<file path="config.mk">
export PLATFORM = sky130hd
export DESIGN_NAME = srpc_top
export DESIGN_NICKNAME = d
export VERILOG_FILES = /design/src/common/srpc_pkg.sv /design/src/common/srpc_pulse_if.sv /design/src/hw/srpc_top.sv /design/src/hw/srpc_pulse_gen.sv
export VERILOG_INCLUDE_DIRS = /design/src /design/src/common
export SDC_FILE = /design/constraint.sdc
export NUM_CORES = 1
export LEC_CHECK = 0
export BUFFER_PORTS_ARGS = -buffer_cell sky130_fd_sc_hd__buf_2
export CAP_MARGIN = 10
export CORE_ASPECT_RATIO = 2
export CORE_MARGIN = 2
export CORE_UTILIZATION = 50
export DETAILED_ROUTE_END_ITERATION = 12
export MAX_ROUTING_LAYER = met4
export PLACE_DENSITY = 0.9
export REMOVE_ABC_BUFFERS = 1
export SLEW_MARGIN = 20
export SYNTH_ARGS = -nofsm -noshare
export SYNTH_HDL_FRONTEND = slang
export SYNTH_SLANG_ARGS = --single-unit
</file>
<file path="constraint.sdc">
create_clock -name mclk -period 2 [get_ports mclk]
set_clock_uncertainty 0.15 [all_clocks]
set_input_delay 0.2 -clock mclk [delete_from_list [all_inputs] [get_ports mclk]]
set_output_delay 0.2 -clock mclk [all_outputs]
set_load 0.01 [all_outputs]
</file>
<file path="src/common/srpc_consts.svh">
// constants of the sensor reset and power control block
`ifndef SRPC_CONSTS_SVH
`define SRPC_CONSTS_SVH

// register addresses on the serial register port
`define SRPC_ADDR_SIG_PATH   8'h68
`define SRPC_ADDR_MOTION     8'h69
`define SRPC_ADDR_USER       8'h6a
`define SRPC_ADDR_POWER      8'h6b

// field positions
`define SRPC_SP_ACCEL_BIT    1
`define SRPC_SP_TEMP_BIT     0
`define SRPC_MD_EN_BIT       7
`define SRPC_MD_MODE_BIT     6
`define SRPC_MD_RSV_BIT      0
`define SRPC_UC_BUF_EN_BIT   6
`define SRPC_UC_TWP_DIS_BIT  4
`define SRPC_UC_BUF_RST_BIT  2
`define SRPC_UC_COND_RST_BIT 0
`define SRPC_PM_DEV_RST_BIT  7
`define SRPC_PM_SLEEP_BIT    6

// bits that hold stored state; all others read zero, except self-clearing bits while their pulse runs
`define SRPC_MD_WMASK        8'hc1
`define SRPC_UC_WMASK        8'h50
`define SRPC_PM_WMASK        8'h40

// reset values
`define SRPC_MD_RST          8'h00
`define SRPC_UC_RST          8'h00
`define SRPC_PM_RST          8'h00
`define SRPC_RD_ZERO         8'h00

// timing: clock rate in kHz and pulse lengths in ns
`define SRPC_MCLK_KHZ        40000
`define SRPC_KHZ_NS_SCALE    1000000
`define SRPC_BUF_RST_NS      50
`define SRPC_PATH_RST_NS     100
`define SRPC_DEV_RST_NS      200

// self-clearing pulse slots
`define SRPC_PULSE_N         5
`define SRPC_PULSE_ACCEL     0
`define SRPC_PULSE_TEMP      1
`define SRPC_PULSE_COND      2
`define SRPC_PULSE_BUF       3
`define SRPC_PULSE_DEV       4

`endif

</file>
<file path="src/common/srpc_pkg.sv">
// types and helper functions of the sensor reset and power control block
`include "srpc_consts.svh"

package srpc_pkg;

    typedef logic [7:0] srpc_byte_t;

    // register selected by an address
    typedef enum logic [2:0] {
        srpc_sel_none,
        srpc_sel_sig_path,
        srpc_sel_motion,
        srpc_sel_user,
        srpc_sel_power
    } srpc_sel_t;

    // motion reference tracking states
    typedef enum logic [1:0] {
        srpc_ref_idle,
        srpc_ref_wait,
        srpc_ref_track
    } srpc_ref_state_t;

    // address decode, shared by the write and the read path
    function automatic srpc_sel_t srpc_decode(input srpc_byte_t addr);
        srpc_sel_t sel;
        sel = srpc_sel_none;
        if (addr == `SRPC_ADDR_SIG_PATH)
            sel = srpc_sel_sig_path;
        else if (addr == `SRPC_ADDR_MOTION)
            sel = srpc_sel_motion;
        else if (addr == `SRPC_ADDR_USER)
            sel = srpc_sel_user;
        else if (addr == `SRPC_ADDR_POWER)
            sel = srpc_sel_power;
        return sel;
    endfunction : srpc_decode

    // least time in ns to mclk cycles, rounded up, never below one
    function automatic int srpc_cycles(input int ns);
        int c;
        c = (ns * `SRPC_MCLK_KHZ + `SRPC_KHZ_NS_SCALE - 1) / `SRPC_KHZ_NS_SCALE;
        return (c < 1) ? 1 : c;
    endfunction : srpc_cycles

endpackage : srpc_pkg

</file>
<file path="src/common/srpc_pulse_if.sv">
// start and active pair between the register bank and a pulse timer
`timescale 1ns/100ps
`default_nettype none

interface srpc_pulse_if;
    logic start;
    logic active;
    modport gen  (input start, output active);
    modport user (output start, input active);
endinterface : srpc_pulse_if

`default_nettype wire

</file>
<file path="src/hw/srpc_top.sv">
// register bank for signal path resets, motion detect, buffer and power control
`timescale 1ns/100ps
`default_nettype none
`include "srpc_consts.svh"

// What this block does
// - writing one to signal-path bit 1 resets the acceleration path
// - writing one to signal-path bit 0 resets the temperature path
// - single path resets leave sensor output registers untouched
// - motion control bit 7 enables wake-on-motion detection
// - compare mode 0 holds the first sample, 1 uses the previous one
// - user control bit 6 enables buffer operation
// - clearing buffer enable blocks only serial access to the buffer
// - user control bit 4 disables the two-wire port, leaving SPI only
// - writing one to user control bit 2 resets the buffer asynchronously
// - buffer reset bit clears itself after one 20 MHz cycle
// - writing one to user control bit 0 resets both signal paths
// - the conditioning reset also clears all sensor output registers
// - power bit 7 resets internal registers to their defaults
// - device reset bit clears itself when the reset is done
// - power bit 6 puts the chip to sleep, default zero
module srpc_top
    import srpc_pkg::*;
#(
    parameter int SAMPLE_W = 48,
    parameter int CNT_W    = 8
)(
    input  wire logic                mclk,
    input  wire logic                rst_b,
    input  wire logic                wr_en,
    input  wire logic [7:0]          wr_addr,
    input  wire logic [7:0]          wr_data,
    input  wire logic                rd_en,
    input  wire logic [7:0]          rd_addr,
    output var  logic [7:0]          rd_data,
    output var  logic                rd_valid,
    input  wire logic                sample_valid,
    input  wire logic [SAMPLE_W-1:0] sample_data,
    output var  logic                accel_path_rst,
    output var  logic                temp_path_rst,
    output var  logic                sensor_regs_clear,
    output var  logic                buffer_rst,
    output var  logic                buffer_serial_en,
    output var  logic                two_wire_port_disable,
    output var  logic                motion_detect_enable,
    output var  logic                motion_compare_mode,
    output var  logic [SAMPLE_W-1:0] motion_ref,
    output var  logic                motion_ref_valid,
    output var  logic                sleep_mode,
    output var  logic                device_regs_rst
);

    // pulse lengths in mclk cycles
    localparam int BUF_RST_CYC  = srpc_cycles(`SRPC_BUF_RST_NS);
    localparam int PATH_RST_CYC = srpc_cycles(`SRPC_PATH_RST_NS);
    localparam int DEV_RST_CYC  = srpc_cycles(`SRPC_DEV_RST_NS);

    // length of each pulse slot
    function automatic int pulse_len(input int idx);
        int len;
        len = PATH_RST_CYC;
        if (idx == `SRPC_PULSE_BUF)
            len = BUF_RST_CYC;
        else if (idx == `SRPC_PULSE_DEV)
            len = DEV_RST_CYC;
        return len;
    endfunction : pulse_len

    // stored register state
    srpc_byte_t          motion_q;
    srpc_byte_t          motion_d;
    srpc_byte_t          user_q;
    srpc_byte_t          user_d;
    srpc_byte_t          power_q;
    srpc_byte_t          power_d;

    // read port
    srpc_byte_t          rd_data_q;
    srpc_byte_t          rd_mux;
    logic                rd_valid_q;

    // output flops
    logic                accel_rst_q;
    logic                temp_rst_q;
    logic                sensor_clr_q;
    logic                buf_rst_q;
    logic                dev_rst_q;

    // motion reference tracking
    srpc_ref_state_t     ref_state_q;
    srpc_ref_state_t     ref_state_d;
    logic [SAMPLE_W-1:0] ref_q;
    logic [SAMPLE_W-1:0] ref_d;
    logic                ref_valid_q;

    // decode
    srpc_sel_t           wr_sel;
    srpc_sel_t           rd_sel;
    logic                wr_ok;
    logic                wr_sig_path;
    logic                wr_motion;
    logic                wr_user;
    logic                wr_power;
    logic                dev_start;
    logic                dev_busy;
    logic                path_flush;

    srpc_pulse_if pulse_bus [`SRPC_PULSE_N] ();

    // one timer per self-clearing bit
    for (genvar g = 0; g < `SRPC_PULSE_N; g++)
    begin : g_pulse
        srpc_pulse_gen #(
            .LEN (pulse_len(g)),
            .CW  (CNT_W)
        ) u_pulse (
            .mclk  (mclk),
            .rst_b (rst_b),
            .pulse (pulse_bus[g])
        );
    end

    // write decode; writes are dropped while the device reset runs
    assign wr_sel      = srpc_decode(wr_addr);
    assign rd_sel      = srpc_decode(rd_addr);
    assign dev_busy    = pulse_bus[`SRPC_PULSE_DEV].active;
    assign wr_ok       = wr_en && !dev_busy;
    assign wr_sig_path = wr_ok && (wr_sel == srpc_sel_sig_path);
    assign wr_motion   = wr_ok && (wr_sel == srpc_sel_motion);
    assign wr_user     = wr_ok && (wr_sel == srpc_sel_user);
    assign wr_power    = wr_ok && (wr_sel == srpc_sel_power);
    assign dev_start   = wr_power && wr_data[`SRPC_PM_DEV_RST_BIT];

    // starts of the self-clearing pulses
    assign pulse_bus[`SRPC_PULSE_ACCEL].start =
        wr_sig_path && wr_data[`SRPC_SP_ACCEL_BIT];
    assign pulse_bus[`SRPC_PULSE_TEMP].start =
        wr_sig_path && wr_data[`SRPC_SP_TEMP_BIT];
    assign pulse_bus[`SRPC_PULSE_COND].start =
        wr_user && wr_data[`SRPC_UC_COND_RST_BIT];
    assign pulse_bus[`SRPC_PULSE_BUF].start =
        wr_user && wr_data[`SRPC_UC_BUF_RST_BIT];
    assign pulse_bus[`SRPC_PULSE_DEV].start = dev_start;

    // next register values; the device reset overrides any other bit of its write
    assign motion_d = dev_start ? `SRPC_MD_RST :
                      wr_motion ? (wr_data & `SRPC_MD_WMASK) : motion_q;
    assign user_d   = dev_start ? `SRPC_UC_RST :
                      wr_user ? (wr_data & `SRPC_UC_WMASK) : user_q;
    assign power_d  = dev_start ? `SRPC_PM_RST :
                      wr_power ? (wr_data & `SRPC_PM_WMASK) : power_q;

    // stored control registers
    always_ff @(posedge mclk)
    begin
        if (!rst_b)
        begin
            motion_q <= `SRPC_MD_RST;
            user_q   <= `SRPC_UC_RST;
            power_q  <= `SRPC_PM_RST;
        end
        else
        begin
            motion_q <= motion_d;
            user_q   <= user_d;
            power_q  <= power_d;
        end
    end

    // read mux: self-clearing bits show one while their pulse still runs
    always_comb
    begin
        rd_mux = `SRPC_RD_ZERO;
        if (rd_sel == srpc_sel_sig_path)
        begin
            rd_mux[`SRPC_SP_ACCEL_BIT] = pulse_bus[`SRPC_PULSE_ACCEL].active;
            rd_mux[`SRPC_SP_TEMP_BIT]  = pulse_bus[`SRPC_PULSE_TEMP].active;
        end
        else if (rd_sel == srpc_sel_motion)
            rd_mux = motion_q;
        else if (rd_sel == srpc_sel_user)
        begin
            rd_mux = user_q;
            rd_mux[`SRPC_UC_BUF_RST_BIT]  = pulse_bus[`SRPC_PULSE_BUF].active;
            rd_mux[`SRPC_UC_COND_RST_BIT] = pulse_bus[`SRPC_PULSE_COND].active;
        end
        else if (rd_sel == srpc_sel_power)
        begin
            rd_mux = power_q;
            rd_mux[`SRPC_PM_DEV_RST_BIT] = dev_busy;
        end
    end

    // read data register, one cycle after the request; unmapped reads give zero
    always_ff @(posedge mclk)
    begin
        if (!rst_b)
        begin
            rd_data_q  <= `SRPC_RD_ZERO;
            rd_valid_q <= 1'b0;
        end
        else
        begin
            rd_data_q  <= rd_en ? rd_mux : rd_data_q;
            rd_valid_q <= rd_en;
        end
    end

    // reset outputs, registered so the neighbours see clean levels
    always_ff @(posedge mclk)
    begin
        if (!rst_b)
        begin
            accel_rst_q  <= 1'b0;
            temp_rst_q   <= 1'b0;
            sensor_clr_q <= 1'b0;
            buf_rst_q    <= 1'b0;
            dev_rst_q    <= 1'b0;
        end
        else
        begin
            accel_rst_q  <= pulse_bus[`SRPC_PULSE_ACCEL].active
                            || pulse_bus[`SRPC_PULSE_COND].active;
            temp_rst_q   <= pulse_bus[`SRPC_PULSE_TEMP].active
                            || pulse_bus[`SRPC_PULSE_COND].active;
            sensor_clr_q <= pulse_bus[`SRPC_PULSE_COND].active;
            buf_rst_q    <= pulse_bus[`SRPC_PULSE_BUF].active;
            dev_rst_q    <= dev_busy;
        end
    end

    // any reset of the acceleration path throws away the reference sample
    assign path_flush = pulse_bus[`SRPC_PULSE_ACCEL].active
                        || pulse_bus[`SRPC_PULSE_COND].active;

    // reference tracking: wait for the first sample, then hold it or follow
    always_comb
    begin
        ref_state_d = ref_state_q;
        ref_d       = ref_q;
        case (ref_state_q)
            srpc_ref_idle:
            begin
                if (motion_q[`SRPC_MD_EN_BIT])
                    ref_state_d = srpc_ref_wait;
            end
            srpc_ref_wait:
            begin
                if (sample_valid)
                begin
                    ref_d       = sample_data;
                    ref_state_d = srpc_ref_track;
                end
            end
            srpc_ref_track:
            begin
                if (sample_valid && motion_q[`SRPC_MD_MODE_BIT])
                    ref_d = sample_data;
            end
            default:
                ref_state_d = srpc_ref_idle;
        endcase
        // leaving the mode or an acceleration path reset starts over from the first sample
        if (!motion_q[`SRPC_MD_EN_BIT] || path_flush)
            ref_state_d = srpc_ref_idle;
    end

    // reference registers
    always_ff @(posedge mclk)
    begin
        if (!rst_b)
        begin
            ref_state_q <= srpc_ref_idle;
            ref_q       <= '0;
            ref_valid_q <= 1'b0;
        end
        else
        begin
            ref_state_q <= ref_state_d;
            ref_q       <= ref_d;
            ref_valid_q <= (ref_state_d == srpc_ref_track);
        end
    end

    // outputs straight from flops
    assign rd_data               = rd_data_q;
    assign rd_valid              = rd_valid_q;
    assign accel_path_rst        = accel_rst_q;
    assign temp_path_rst         = temp_rst_q;
    assign sensor_regs_clear     = sensor_clr_q;
    assign buffer_rst            = buf_rst_q; // used as an async reset by the buffer
    assign buffer_serial_en      = user_q[`SRPC_UC_BUF_EN_BIT];
    assign two_wire_port_disable = user_q[`SRPC_UC_TWP_DIS_BIT];
    assign motion_detect_enable  = motion_q[`SRPC_MD_EN_BIT];
    assign motion_compare_mode   = motion_q[`SRPC_MD_MODE_BIT];
    assign motion_ref            = ref_q;
    assign motion_ref_valid      = ref_valid_q;
    assign sleep_mode            = power_q[`SRPC_PM_SLEEP_BIT];
    assign device_regs_rst       = dev_rst_q;

    // motion bit 0 is stored and read back as written; keeping it zero while
    // detection runs is left to software, the block does not check it

endmodule : srpc_top

`default_nettype wire

</file>
<file path="src/hw/srpc_pulse_gen.sv">
// self-clearing pulse timer: active for LEN cycles after each start
`timescale 1ns/100ps
`default_nettype none

module srpc_pulse_gen
    import srpc_pkg::*;
#(
    parameter int LEN = 1,
    parameter int CW  = 8
)(
    input  wire logic  mclk,
    input  wire logic  rst_b,
    srpc_pulse_if.gen  pulse
);

    localparam logic [CW-1:0] LEN_C  = CW'(LEN);
    localparam logic [CW-1:0] ZERO_C = '0;
    localparam logic [CW-1:0] ONE_C  = CW'(1);

    logic [CW-1:0] cnt_q;
    logic [CW-1:0] cnt_d;

    // a start while running restarts the count, so a new request is never lost
    assign cnt_d = pulse.start ? LEN_C :
                   (cnt_q != ZERO_C) ? cnt_q - ONE_C : ZERO_C;
    assign pulse.active = (cnt_q != ZERO_C);

    // count register
    always_ff @(posedge mclk)
    begin
        if (!rst_b)
            cnt_q <= ZERO_C;
        else
            cnt_q <= cnt_d;
    end

endmodule : srpc_pulse_gen

`default_nettype wire

</file>
==> metrics, run 1 <==
outcome finished clean; Yosys cell types 48; first-pass GRT wire length 21100 um; Setup crit end kind flop; leakage 0.00259 uW; f_max around 0.52 GHz; DP HPWL slightly above 8000 um; IO buf count 140; die span in y 135 um; Clock Power Share 23.3%; WL final 13100 um; GR Overflow Total 0; dominant synthesized flop cell dfxtp_1; area leader, netlist dfxtp_1; H-tree levels 3; DRC 0; met1 usage 30.5%; Final period util 96.3%; sequential power share 43.8%; crit path DAT 2020 ps; maximum vdd drop 901 uV; FP Rows 47; vias in the first global route 4362; clk_lat worst skew approximately 340 ps; fin util 72.3%; clk buf depth 2; Hold Path Class in -> reg; max cap viols 0; CTS tree yes; number of enable flip-flop cells after synthesis 0; num ports 145; grt peak-use layer met2; Hold WS roughly 21 ps; Clock Sinks 109; Crit Path Max Fanout 3; P_sw 2260 uW; clk slew on worst S/H paths 70 ps; Cells after Synth 504; initial antenna violation count 0; Startpoint Class flop; register area share after synthesis 50.9%; post-layout net count 790; Internal 4460 uW; top cells by area, synth dfxtp_1, nand2_1, a21oi_1, nor2_1, xnor2_1; data required time of the critical path roughly 2100 ps; Core Box Area 8290 sq um; reg2reg setup slack 70 ps; Ys Warns 0; clock root buffer clkbuf_16; CTS Buf Count 9; combinational power share 32.9%; largest net degree at the start of global routing between 40 and 50; starting density of the core 51.7%; sw frac 33.6%; GRT Overall Usage 28.8%; Yosys reg bits ~110; Final Critical Period 1930 ps; DR iter-0 viols 416; met2 GRT Util 50.6%; RSZ-0062 raised after global routing no; TritonRoute pass-1 iters 5; pwr/cell area 1120 nW/um^2; # diodes 0; Yosys top cell area share 50.9%; area grow syn2layout 39.8%; crit path kind reg -> reg; synthesized area per cell 8.51 sq um; Wirelength per Cell 16.3 um; mapped cell area ~4300 sq um; placer congestion estimate 0.895; Slew Viols, Final 0; asr flop ratio synth 0%; Die Wd approximately 70 um; layout cells sized above 1 between 20% and 30%; Filler cells between 500 and 600; vias per cell 5.44; Setup violations, final 0; Vias 4387; post-route ant nets 0; Final Hold Violating Endpoints 0; met3 global-route usage 6.64%; die area 9380 sq um
==> cells in the final DEF (no fill, tap or decap), types with 5 or more instances in the layout <==
master and n:
buf_2 140, a21oi_1 55, nor2b_1 5, nor3_1 5
nor2_1 49, dlygate4sd3_1 54, xor2_1 11, dfxtp_1 109
buf_4 11, xnor2_1 17, nand4_1 5, clkbuf_16 9
inv_1 18, nand2_1 129, nor4_1 6, ha_1 9
o21ai_0 9
==> area by class of cell <==
cell class	count	area [sq um]	share of cell area, %
clock buffers	12	236	3.94
clock inverters	4	25.0	0.417
inverters	19	71.3	1.19
multi-input cells	358	2000	33.4
flip-flops and latches	109	2180	36.4
well taps	98	123	2.04
repair buffers	207	1360	22.6
==> per-layer routing <==
layer,up-vias,wire length [um]
met5,-,0
met4,0,424
met3,38,1210
met2,260,6850
met1,2012,4620
li1,2077,-
==> path summary, 6_finish.rpt <==
kind	start	end	cells past startpoint
setup / recovery	g_pulse[2].u_pulse.cnt_q[5]	ref_state_q[0]	4
setup reg to reg	g_pulse[2].u_pulse.cnt_q[5]	ref_state_q[0]	4
hold reg to reg	g_pulse[1].u_pulse.cnt_q[0]	g_pulse[1].u_pulse.cnt_q[0]	1
hold / removal	wr_data[0]	g_pulse[2].u_pulse.cnt_q[2]	3
==> Yosys cell counts, types with 2 or more instances <==
master / n
a21oi_1: 55
a31oi_1: 2
buf_2: 6
buf_4: 2
clkbuf_1: 11
dfxtp_1: 109
ha_1: 9
inv_1: 18
nand2_1: 129
nand2b_1: 3
nand3_1: 4
nand4_1: 5
nor2_1: 49
nor2b_1: 5
nor3_1: 5
nor3b_1: 4
nor4_1: 7
nor4_4: 2
nor4b_1: 2
o211ai_1: 3
o21ai_0: 9
o21ai_1: 2
o22ai_1: 4
o311ai_0: 3
o31ai_1: 3
or2_2: 2
or4_1: 4
xnor2_1: 17
xor2_1: 11
==> registers in the layout, indices dropped and copies added, names as in the netlist, 2 cells and up <==
register               count
motion_ref                48
g_pulse.u_pulse.cnt_q     40
rd_data                    6
motion_q                   3
ref_state_q                2
user_q                     2
==> timing repair <==
item                                    CTS  global route
pin swaps                                 0             2
gates resized for setup                   1             6
setup buffers                             0             2
endpoints found under the setup margin    1            43
hold endpoints to repair                 54             0
hold buffers                             54             0
==> per-stage QoR <==
stage	total power [uW]	setup TNS, ps	worst slack [ps]	cells	area, sq um
floorplan	4340	-32890	-685	486	4210
detailed placement	4980	0	5.51	735	5140
global route	7120	0	1.70	807	6000
CTS	6660	0	69.3	805	5950
global placement	4810	0	125	735	5140
finish	6720	0	73.9	807	6000
==> power by group through the flow <==
stage / registers (uW) / logic (uW) / clock network, uW
detailed placement: 2950 / 2020 / 0
global route: 2980 / 2460 / 1680
floorplan: 2900 / 1440 / 0
global placement: 2920 / 1890 / 0
finish: 2940 / 2210 / 1560
CTS: 2910 / 2140 / 1600
==> critical path: stages (launching register included) <==
cell and delay, ps:
dfxtp_1 360, nor4_4 390, nand3_2 180, or3_4 440
a2111oi_4 300
==> cells by family (layout without fill, tap and decap cells) <==
group | Yosys count | in the layout | share of synthesized area (%)
xor gates and xnor gates | 28 | 28 | 5.72
other | 1 | 2 | 0.0874
and+or+nand+nor | 230 | 230 | 24.5
DFF | 109 | 109 | 50.9
adders and majority gates | 9 | 9 | 2.62
AOI/OAI and AO/OA | 88 | 88 | 12.2
muxes | 1 | 1 | 0.262
buffers and inverters | 38 | 242 | 3.67
Note: power is estimated with default switching activity, not from simulation.
==> inputs of run 2 (changes only) <==
--- a/config.mk
+++ b/config.mk
@@ -10,12 +10,13 @@
 export CAP_MARGIN = 10
 export CORE_ASPECT_RATIO = 2
 export CORE_MARGIN = 2
-export CORE_UTILIZATION = 50
+export CORE_UTILIZATION = 51
 export DETAILED_ROUTE_END_ITERATION = 12
 export MAX_ROUTING_LAYER = met4
-export PLACE_DENSITY = 0.9
+export PLACE_DENSITY = 0.91
 export REMOVE_ABC_BUFFERS = 1
 export SLEW_MARGIN = 20
 export SYNTH_ARGS = -nofsm -noshare
 export SYNTH_HDL_FRONTEND = slang
+export SYNTH_HIERARCHICAL = 1
 export SYNTH_SLANG_ARGS = --single-unit
==> run 2 against run 1 <==
Against the previous run:
- the run now ends with negative setup slack left
- power is 20% higher
- critical path depth up 2
- synthesized area is 8.0% higher
- wire length rose by 3.7%
- clock power up 25%
- register-to-register slack worse by 630 ps
- sequential share of layout area fell by 4.1 points
- cell count increased by 4.3%
- combinational power increased by 47%
- worst setup slack got worse by 630 ps
- largest power group is now combinational logic
==> metrics, run 2 <==
Final Critical Period 2550 ps (+629 ps); fin util 76.2% (+3.9 points); failing checks negative setup slack; FP Rows 49 (+4.3%); clk slew on worst S/H paths 70 ps (about the same); Final Hold Violating Endpoints 0 (unchanged); Startpoint Class flop; die span in y 139 um (+2.8%); Critical Path Slowest Stage Cell or4_4; Core Box Area 8890 sq um (+7.2%); final worst setup slack -555 ps (-629 ps); GR Overflow Total 0 (unchanged); Yosys top cell area share 47.1% (-3.8 points); Internal 5400 uW (+21%); max incr delay on CP 550 ps (+110 ps); CTS Buf Count 9 (unchanged); final non-filler cell total 842 (+4.3%); Yosys cell types 52 (+8.3%); maximum vdd drop 906 uV (+0.58%); Largest register FFs 48 (unchanged); leakage 0.00298 uW (+15%); worst slew pin tran 559 ps; most common cell after layout, fill and taps aside buf_2; area grow syn2layout 46.1%; reg2reg setup slack -550 ps (-630 ps); Clock Sinks 109 (unchanged); Vias 4606 (+5.0%); Yosys reg bits 109 (unchanged); Filler cells 544 (unchanged); CP dominant cell by count or4_4; count leader, synth nand2_1; DRC 0 (unchanged); max cap viols 0 (unchanged); RSZ-0062 raised after global routing yes; layout cells sized above 1 34.5% (+8.9 points); DP HPWL 8800 um (+7.4%); crit path DAT 2640 ps (+620 ps); Final period util 128% (+31 points); IO buf count 140 (unchanged); combinational power share 40.3% (+7.4 points); Hold Path Class in -> reg; sequential power share 35.4% (-8.4 points); # diodes 0 (unchanged); Synth top cells by count nand2_1, dfxtp_1, a21boi_0; GRT Overall Usage 27.9% (-0.88 points); die area 9910 sq um (+5.7%); Cells after Synth 511 (+1.4%); Tot Pwr 8040 uW (+20%); crit-path cells or4_4, or3_4, nand4bb_4, or4_4, mux2i_1, nor2_1; top cells by area, synth dfxtp_1, nand2_1, a21boi_0, ha_1, nor2_1; post-route ant nets 0 (unchanged); data required time of the critical path 2090 ps (about the same); register area share after synthesis 47.1% (-3.8 points); f_max 0.391 GHz (-25%); asr flop ratio synth 0% (unchanged); reg2reg path depth 6 (+2); synthesized area per cell 9.07 sq um (+6.6%); outcome complete, but fails checks; Setup violations, final 47 (+47); vias per cell 5.47 (+0.63%); clock root buffer clkbuf_16; largest net degree at the start of global routing 53 (+8.2%); starting density of the core 52.1% (+0.40 points); Die Wd 71.4 um (+2.8%); crit path kind reg -> reg; mapped cell area 4640 sq um (+8.0%); Wirelength per Cell 16.2 um (-0.57%); number of enable flip-flop cells after synthesis 0 (unchanged); placer congestion estimate 0.843 (-5.8%); Clock Power Share 24.3% (+1.0 points); sw frac 32.9% (-0.77 points); Setup crit end kind flop; CTS tree yes; Slew Viols, Final 0 (unchanged); Rel. slew slack 62.7%; area leader, netlist dfxtp_1; TritonRoute pass-1 iters 5 (unchanged); DR iter-0 viols 171 (-59%); clk_lat worst skew 340 ps (about the same); pwr/cell area 1190 nW/um^2 (+6.0%); H-tree levels 3 (unchanged); Hold WS 1.19 ps (-20.2 ps); P_sw 2640 uW (+17%); most frequent cells in the layout buf_2, nand2_1, dfxtp_1; num ports 145 (unchanged); initial antenna violation count 0 (unchanged); Crit Path Max Fanout 4 (+1); Ys Warns 6 (+6); clk buf depth 2 (unchanged); dominant synthesized flop cell dfxtp_1; hold path cells 3 (unchanged); placed cells 770 (+4.8%); post-layout net count 822 (+4.1%); first-pass GRT wire length 21600 um (+2.2%); vias in the first global route 4777 (+9.5%); WL final 13600 um (+3.7%)
## run 2: changes by cell type after synthesis, sizes merged, moves of 7 or more
cell,previous run,this run
xnor2,17,6
mux2i,0,11
a21boi,0,57
nor4,9,2
xor2,11,3
a21oi,55,8
or4b,0,8
nand2b,3,12
and2,1,10
nand2,129,115
nor2,49,31
## run 2: area by class of cell
class	instances	area, sq um	area share [%]
clock buffers	10	239	3.53
multi-input cells	370	2520	37.2
repair buffers	233	1570	23.1
inverters	12	45.0	0.665
clock inverters	6	92.6	1.37
well taps	102	128	1.88
flip-flops and latches	109	2180	32.2
## run 2: worst paths after layout
| check | from | endpoint |
|---|---|---|
| max | g_pulse[4].u_pulse/cnt_q[4] | motion_q[6] |
| min | sample_data[41] | motion_ref[41] |
| max reg2reg | g_pulse[4].u_pulse/cnt_q[4] | motion_q[6] |
| min reg2reg | motion_ref[39] | motion_ref[39] |
## run 2: critical path, delay by kind of cell, from the launching register on
family / cells / cell delay, ps
flip-flops: 1 / 320
AND/OR/NAND/NOR: 5 / 1780
multiplexers: 1 / 200
## run 2: what timing repair did
action	CTS	global route
setup endpoints to repair	49	52
gates resized for setup	31	29
hold buffers	50	0
pin swaps	19	14
endpoints found under the hold margin	50	0
cloned	0	0
setup buffers	5	1
## run 2: cell families (layout without fill, tap and decap cells)
kind of cell,Yosys count,after routing,synth area share [%]
simple gates,229,229,25.4
flops,109,109,47.1
mux,14,14,3.10
buf+inv,33,261,3.35
xor+xnor,9,9,1.70
compound gates,106,106,16.6
fa+ha+maj,10,10,2.70
other cells,1,2,0.0809
## run 2: routing by layer
layer / vias up / share of wire (%) / GRT usage (%)
met3: 45 / 5.5 / 5.01
li1: 2205 / - / -
met4: 0 / 4.0 / 13.8
met5: - / 0 / -
met1: 2173 / 35 / 26.4
met2: 183 / 56 / 51.8
## run 2: metrics by stage
stage,cell area [sq um],worst slack [ps],setup TNS [ps]
2_1_floorplan,4530,-513,-19840
3_3_place_gp,5670,-569,-20730
3_5_place_dp,5670,-672,-24730
4_1_cts,6660,-548,-20940
5_1_grt,6770,-681,-23830
6_report,6770,-555,-20470
## run 2: power groups by stage
stage,registers [uW],clock network [uW],logic [uW]
final,2850,1950,3240
after floorplan,2870,0,1580
after detailed placement,2860,0,2720
after CTS,2820,1980,3000
after global placement,2820,0,2540
after global routing,2890,2070,3510
==> inputs of run 3 (changes only) <==
--- a/config.mk
+++ b/config.mk
@@ -10,10 +10,11 @@
 export CAP_MARGIN = 10
 export CORE_ASPECT_RATIO = 2
 export CORE_MARGIN = 2
-export CORE_UTILIZATION = 51
+export CORE_UTILIZATION = 53
+export CTS_BUF_LIST = sky130_fd_sc_hd__clkbuf_4 sky130_fd_sc_hd__clkbuf_8
 export DETAILED_ROUTE_END_ITERATION = 12
 export MAX_ROUTING_LAYER = met4
-export PLACE_DENSITY = 0.91
+export PLACE_DENSITY = 0.93
 export REMOVE_ABC_BUFFERS = 1
 export SLEW_MARGIN = 20
 export SYNTH_ARGS = -nofsm -noshare
==> run 3 against run 2 <==
Against the previous run:
- global-route usage increased by 2.0 points
- power shrank 3.2%
- cell count increased by 0.48%
- hold slack better by 14 ps
- critical endpoint is now g_pulse[3].u_pulse/cnt_q[6]
- die area is 3.6% lower
- critical path type unchanged
- clock power decreased by 17%
- critical path depth increased by 3
- combinational power grew 2%
- via count grew 3.2%
- utilization grew 2.0 points
- the flow still finishes with violations (negative setup slack)
- worst setup slack got worse by 130 ps
==> metrics, run 3 (synthesis results as in run 2) <==
CP Launch Point g_pulse[4].u_pulse/cnt_q[6]; TritonRoute pass-1 iters 4 (-1); area grow syn2layout 44.8%; Setup crit end kind flop; Vias 4752 (+3.2%); CTS Buf Count 9 (unchanged); Final Hold Violating Endpoints 0 (unchanged); pwr/cell area 1160 nW/um^2 (-2.4%); Hold WS 15.6 ps (+14.4 ps); Startpoint Class flop; clk buf depth 2 (unchanged); final worst setup slack -689 ps (-134 ps); data required time of the critical path 2100 ps (about the same); outcome complete, but fails checks; num ports 145 (unchanged); starting density of the core 54.0% (+1.8 points); DP HPWL 8710 um (-0.99%); Buf/Inv on CP 1 (+1); Wirelength per Cell 17.3 um (+6.8%); post-layout net count 829 (+0.85%); max incr delay on CP 540 ps (about the same); vias per cell 5.62 (+2.7%); leakage 0.00295 uW (-0.99%); post-route ant nets 0 (unchanged); Hold Startpoint rd_addr[0]; Slew Viols, Final 0 (unchanged); clock root buffer clkbuf_8; most common cell after layout, fill and taps aside buf_2; Hold Path Class in -> reg; H-tree levels 3 (unchanged); vias in the first global route 4843 (+1.4%); reg2reg path depth 9 (+3); layout cells sized above 1 34.7% (+0.26 points); Core Box Area 8590 sq um (-3.4%); # diodes 0 (unchanged); Clock Sinks 109 (unchanged); Final period util 134% (+6.7 points); crit path kind reg -> reg; CP delay by family, top simple AND/OR/NAND/NOR gates; DRC 0 (unchanged); most frequent cells in the layout buf_2, nand2_1, dfxtp_1; placer congestion estimate 0.901 (+6.8%); GR Overflow Total 0 (unchanged); Crit Path Max Fanout 5 (+1); Die Wd 70.1 um (-1.8%); die span in y 136 um (-1.9%); RSZ-0062 raised after global routing yes; largest net degree at the start of global routing 49 (-7.5%); crit path DAT 2790 ps (+150 ps); FP Rows 48 (-2.0%); hold path cells 3 (unchanged); Worst path depth 9 (+3); Setup violations, final 48 (+2.1%); Critical Path Slowest Stage Cell or4_4; Final Critical Period 2690 ps (+134 ps); clk_lat worst skew 370 ps (+30 ps); IO buf count 140 (unchanged); max cap viols 0 (unchanged); crit-path cells or4_4, or3_4, nand4bb_4, buf_6, nor3_4, and2_4, nor2b_4, o211ai_1, o41ai_1; first-pass GRT wire length 21900 um (+1.6%); CTS tree yes; f_max 0.372 GHz (-5.0%); die area 9560 sq um (-3.6%); GRT Overall Usage 30.0% (+2.0 points); setup tns final -26310 ps (-5850 ps); failing checks negative setup slack; clk slew on worst S/H paths 100 ps (+30 ps); DR iter-0 viols 236 (+38%); worst r2r src g_pulse[4].u_pulse/cnt_q[6]; maximum vdd drop 1130 uV (+24%); WL final 14600 um (+7.4%); initial antenna violation count 0 (unchanged); Largest register FFs 48 (unchanged)
-- run 3: layer usage --
layer | part of all wire, % | track usage, % | vias to the layer above
met5 | 0 | - | -
met4 | 5.6 | 18.4 | 0
met3 | 5.9 | 6.52 | 68
met2 | 54 | 55.3 | 240
met1 | 34 | 27.4 | 2233
li1 | - | - | 2211
-- run 3: stage by stage --
| stage | cell area, sq um | worst slack [ps] | total power, uW | std cells | utilization, % |
|---|---|---|---|---|---|
| final | 6710 | -689 | 7780 | 846 | 78.2 |
| after global routing | 6710 | -729 | 8170 | 846 | 78.2 |
| after CTS | 6630 | -555 | 7500 | 842 | 77.2 |
| after detailed placement | 5680 | -624 | 5560 | 770 | 66.1 |
| after global placement | 5680 | -568 | 5370 | 770 | 66.1 |
| after floorplan | 4530 | -513 | 4450 | 491 | - |
-- run 3: cell type report --
class,count,area [sq um]
multi-input combinational,370,2490
sequential,109,2190
fill,533,1870
timing repair buffer,240,1620
clock buffer,11,151
tap,100,125
clock inverter,4,95.1
inverter,12,45.0
-- run 3: report_power, final --
| part | internal, uW | leakage (uW) | switching [uW] | total (uW) |
|---|---|---|---|---|
| logic | 1700 | 0.00194 | 1610 | 3310 |
| clock network | 891 | 0.000125 | 715 | 1610 |
| registers | 2560 | 0.000889 | 299 | 2860 |
| total | 5160 | 0.00295 | 2620 | 7780 |
-- run 3: timing repair --
item                       4_1_cts  5_1_grt
buffers inserted                 4        4
setup endpoints to repair       51       51
hold buffers                    53        0
cloned                           0        0
hold endpoints to repair        55        0
gates resized for setup         35       17
pin swaps                        9       17
-- run 3: worst paths after layout --
kind,slack (ps),end
max reg2reg,-690,g_pulse[3].u_pulse/cnt_q[6]
min reg2reg,320,motion_ref[5]
min,20,rd_data[7]
max,-690,g_pulse[3].u_pulse/cnt_q[6]
-- run 3: tightest hold or removal path: stages --
cell      delay (ps)
buf_2            140
nand4_1           90
a21boi_0          70
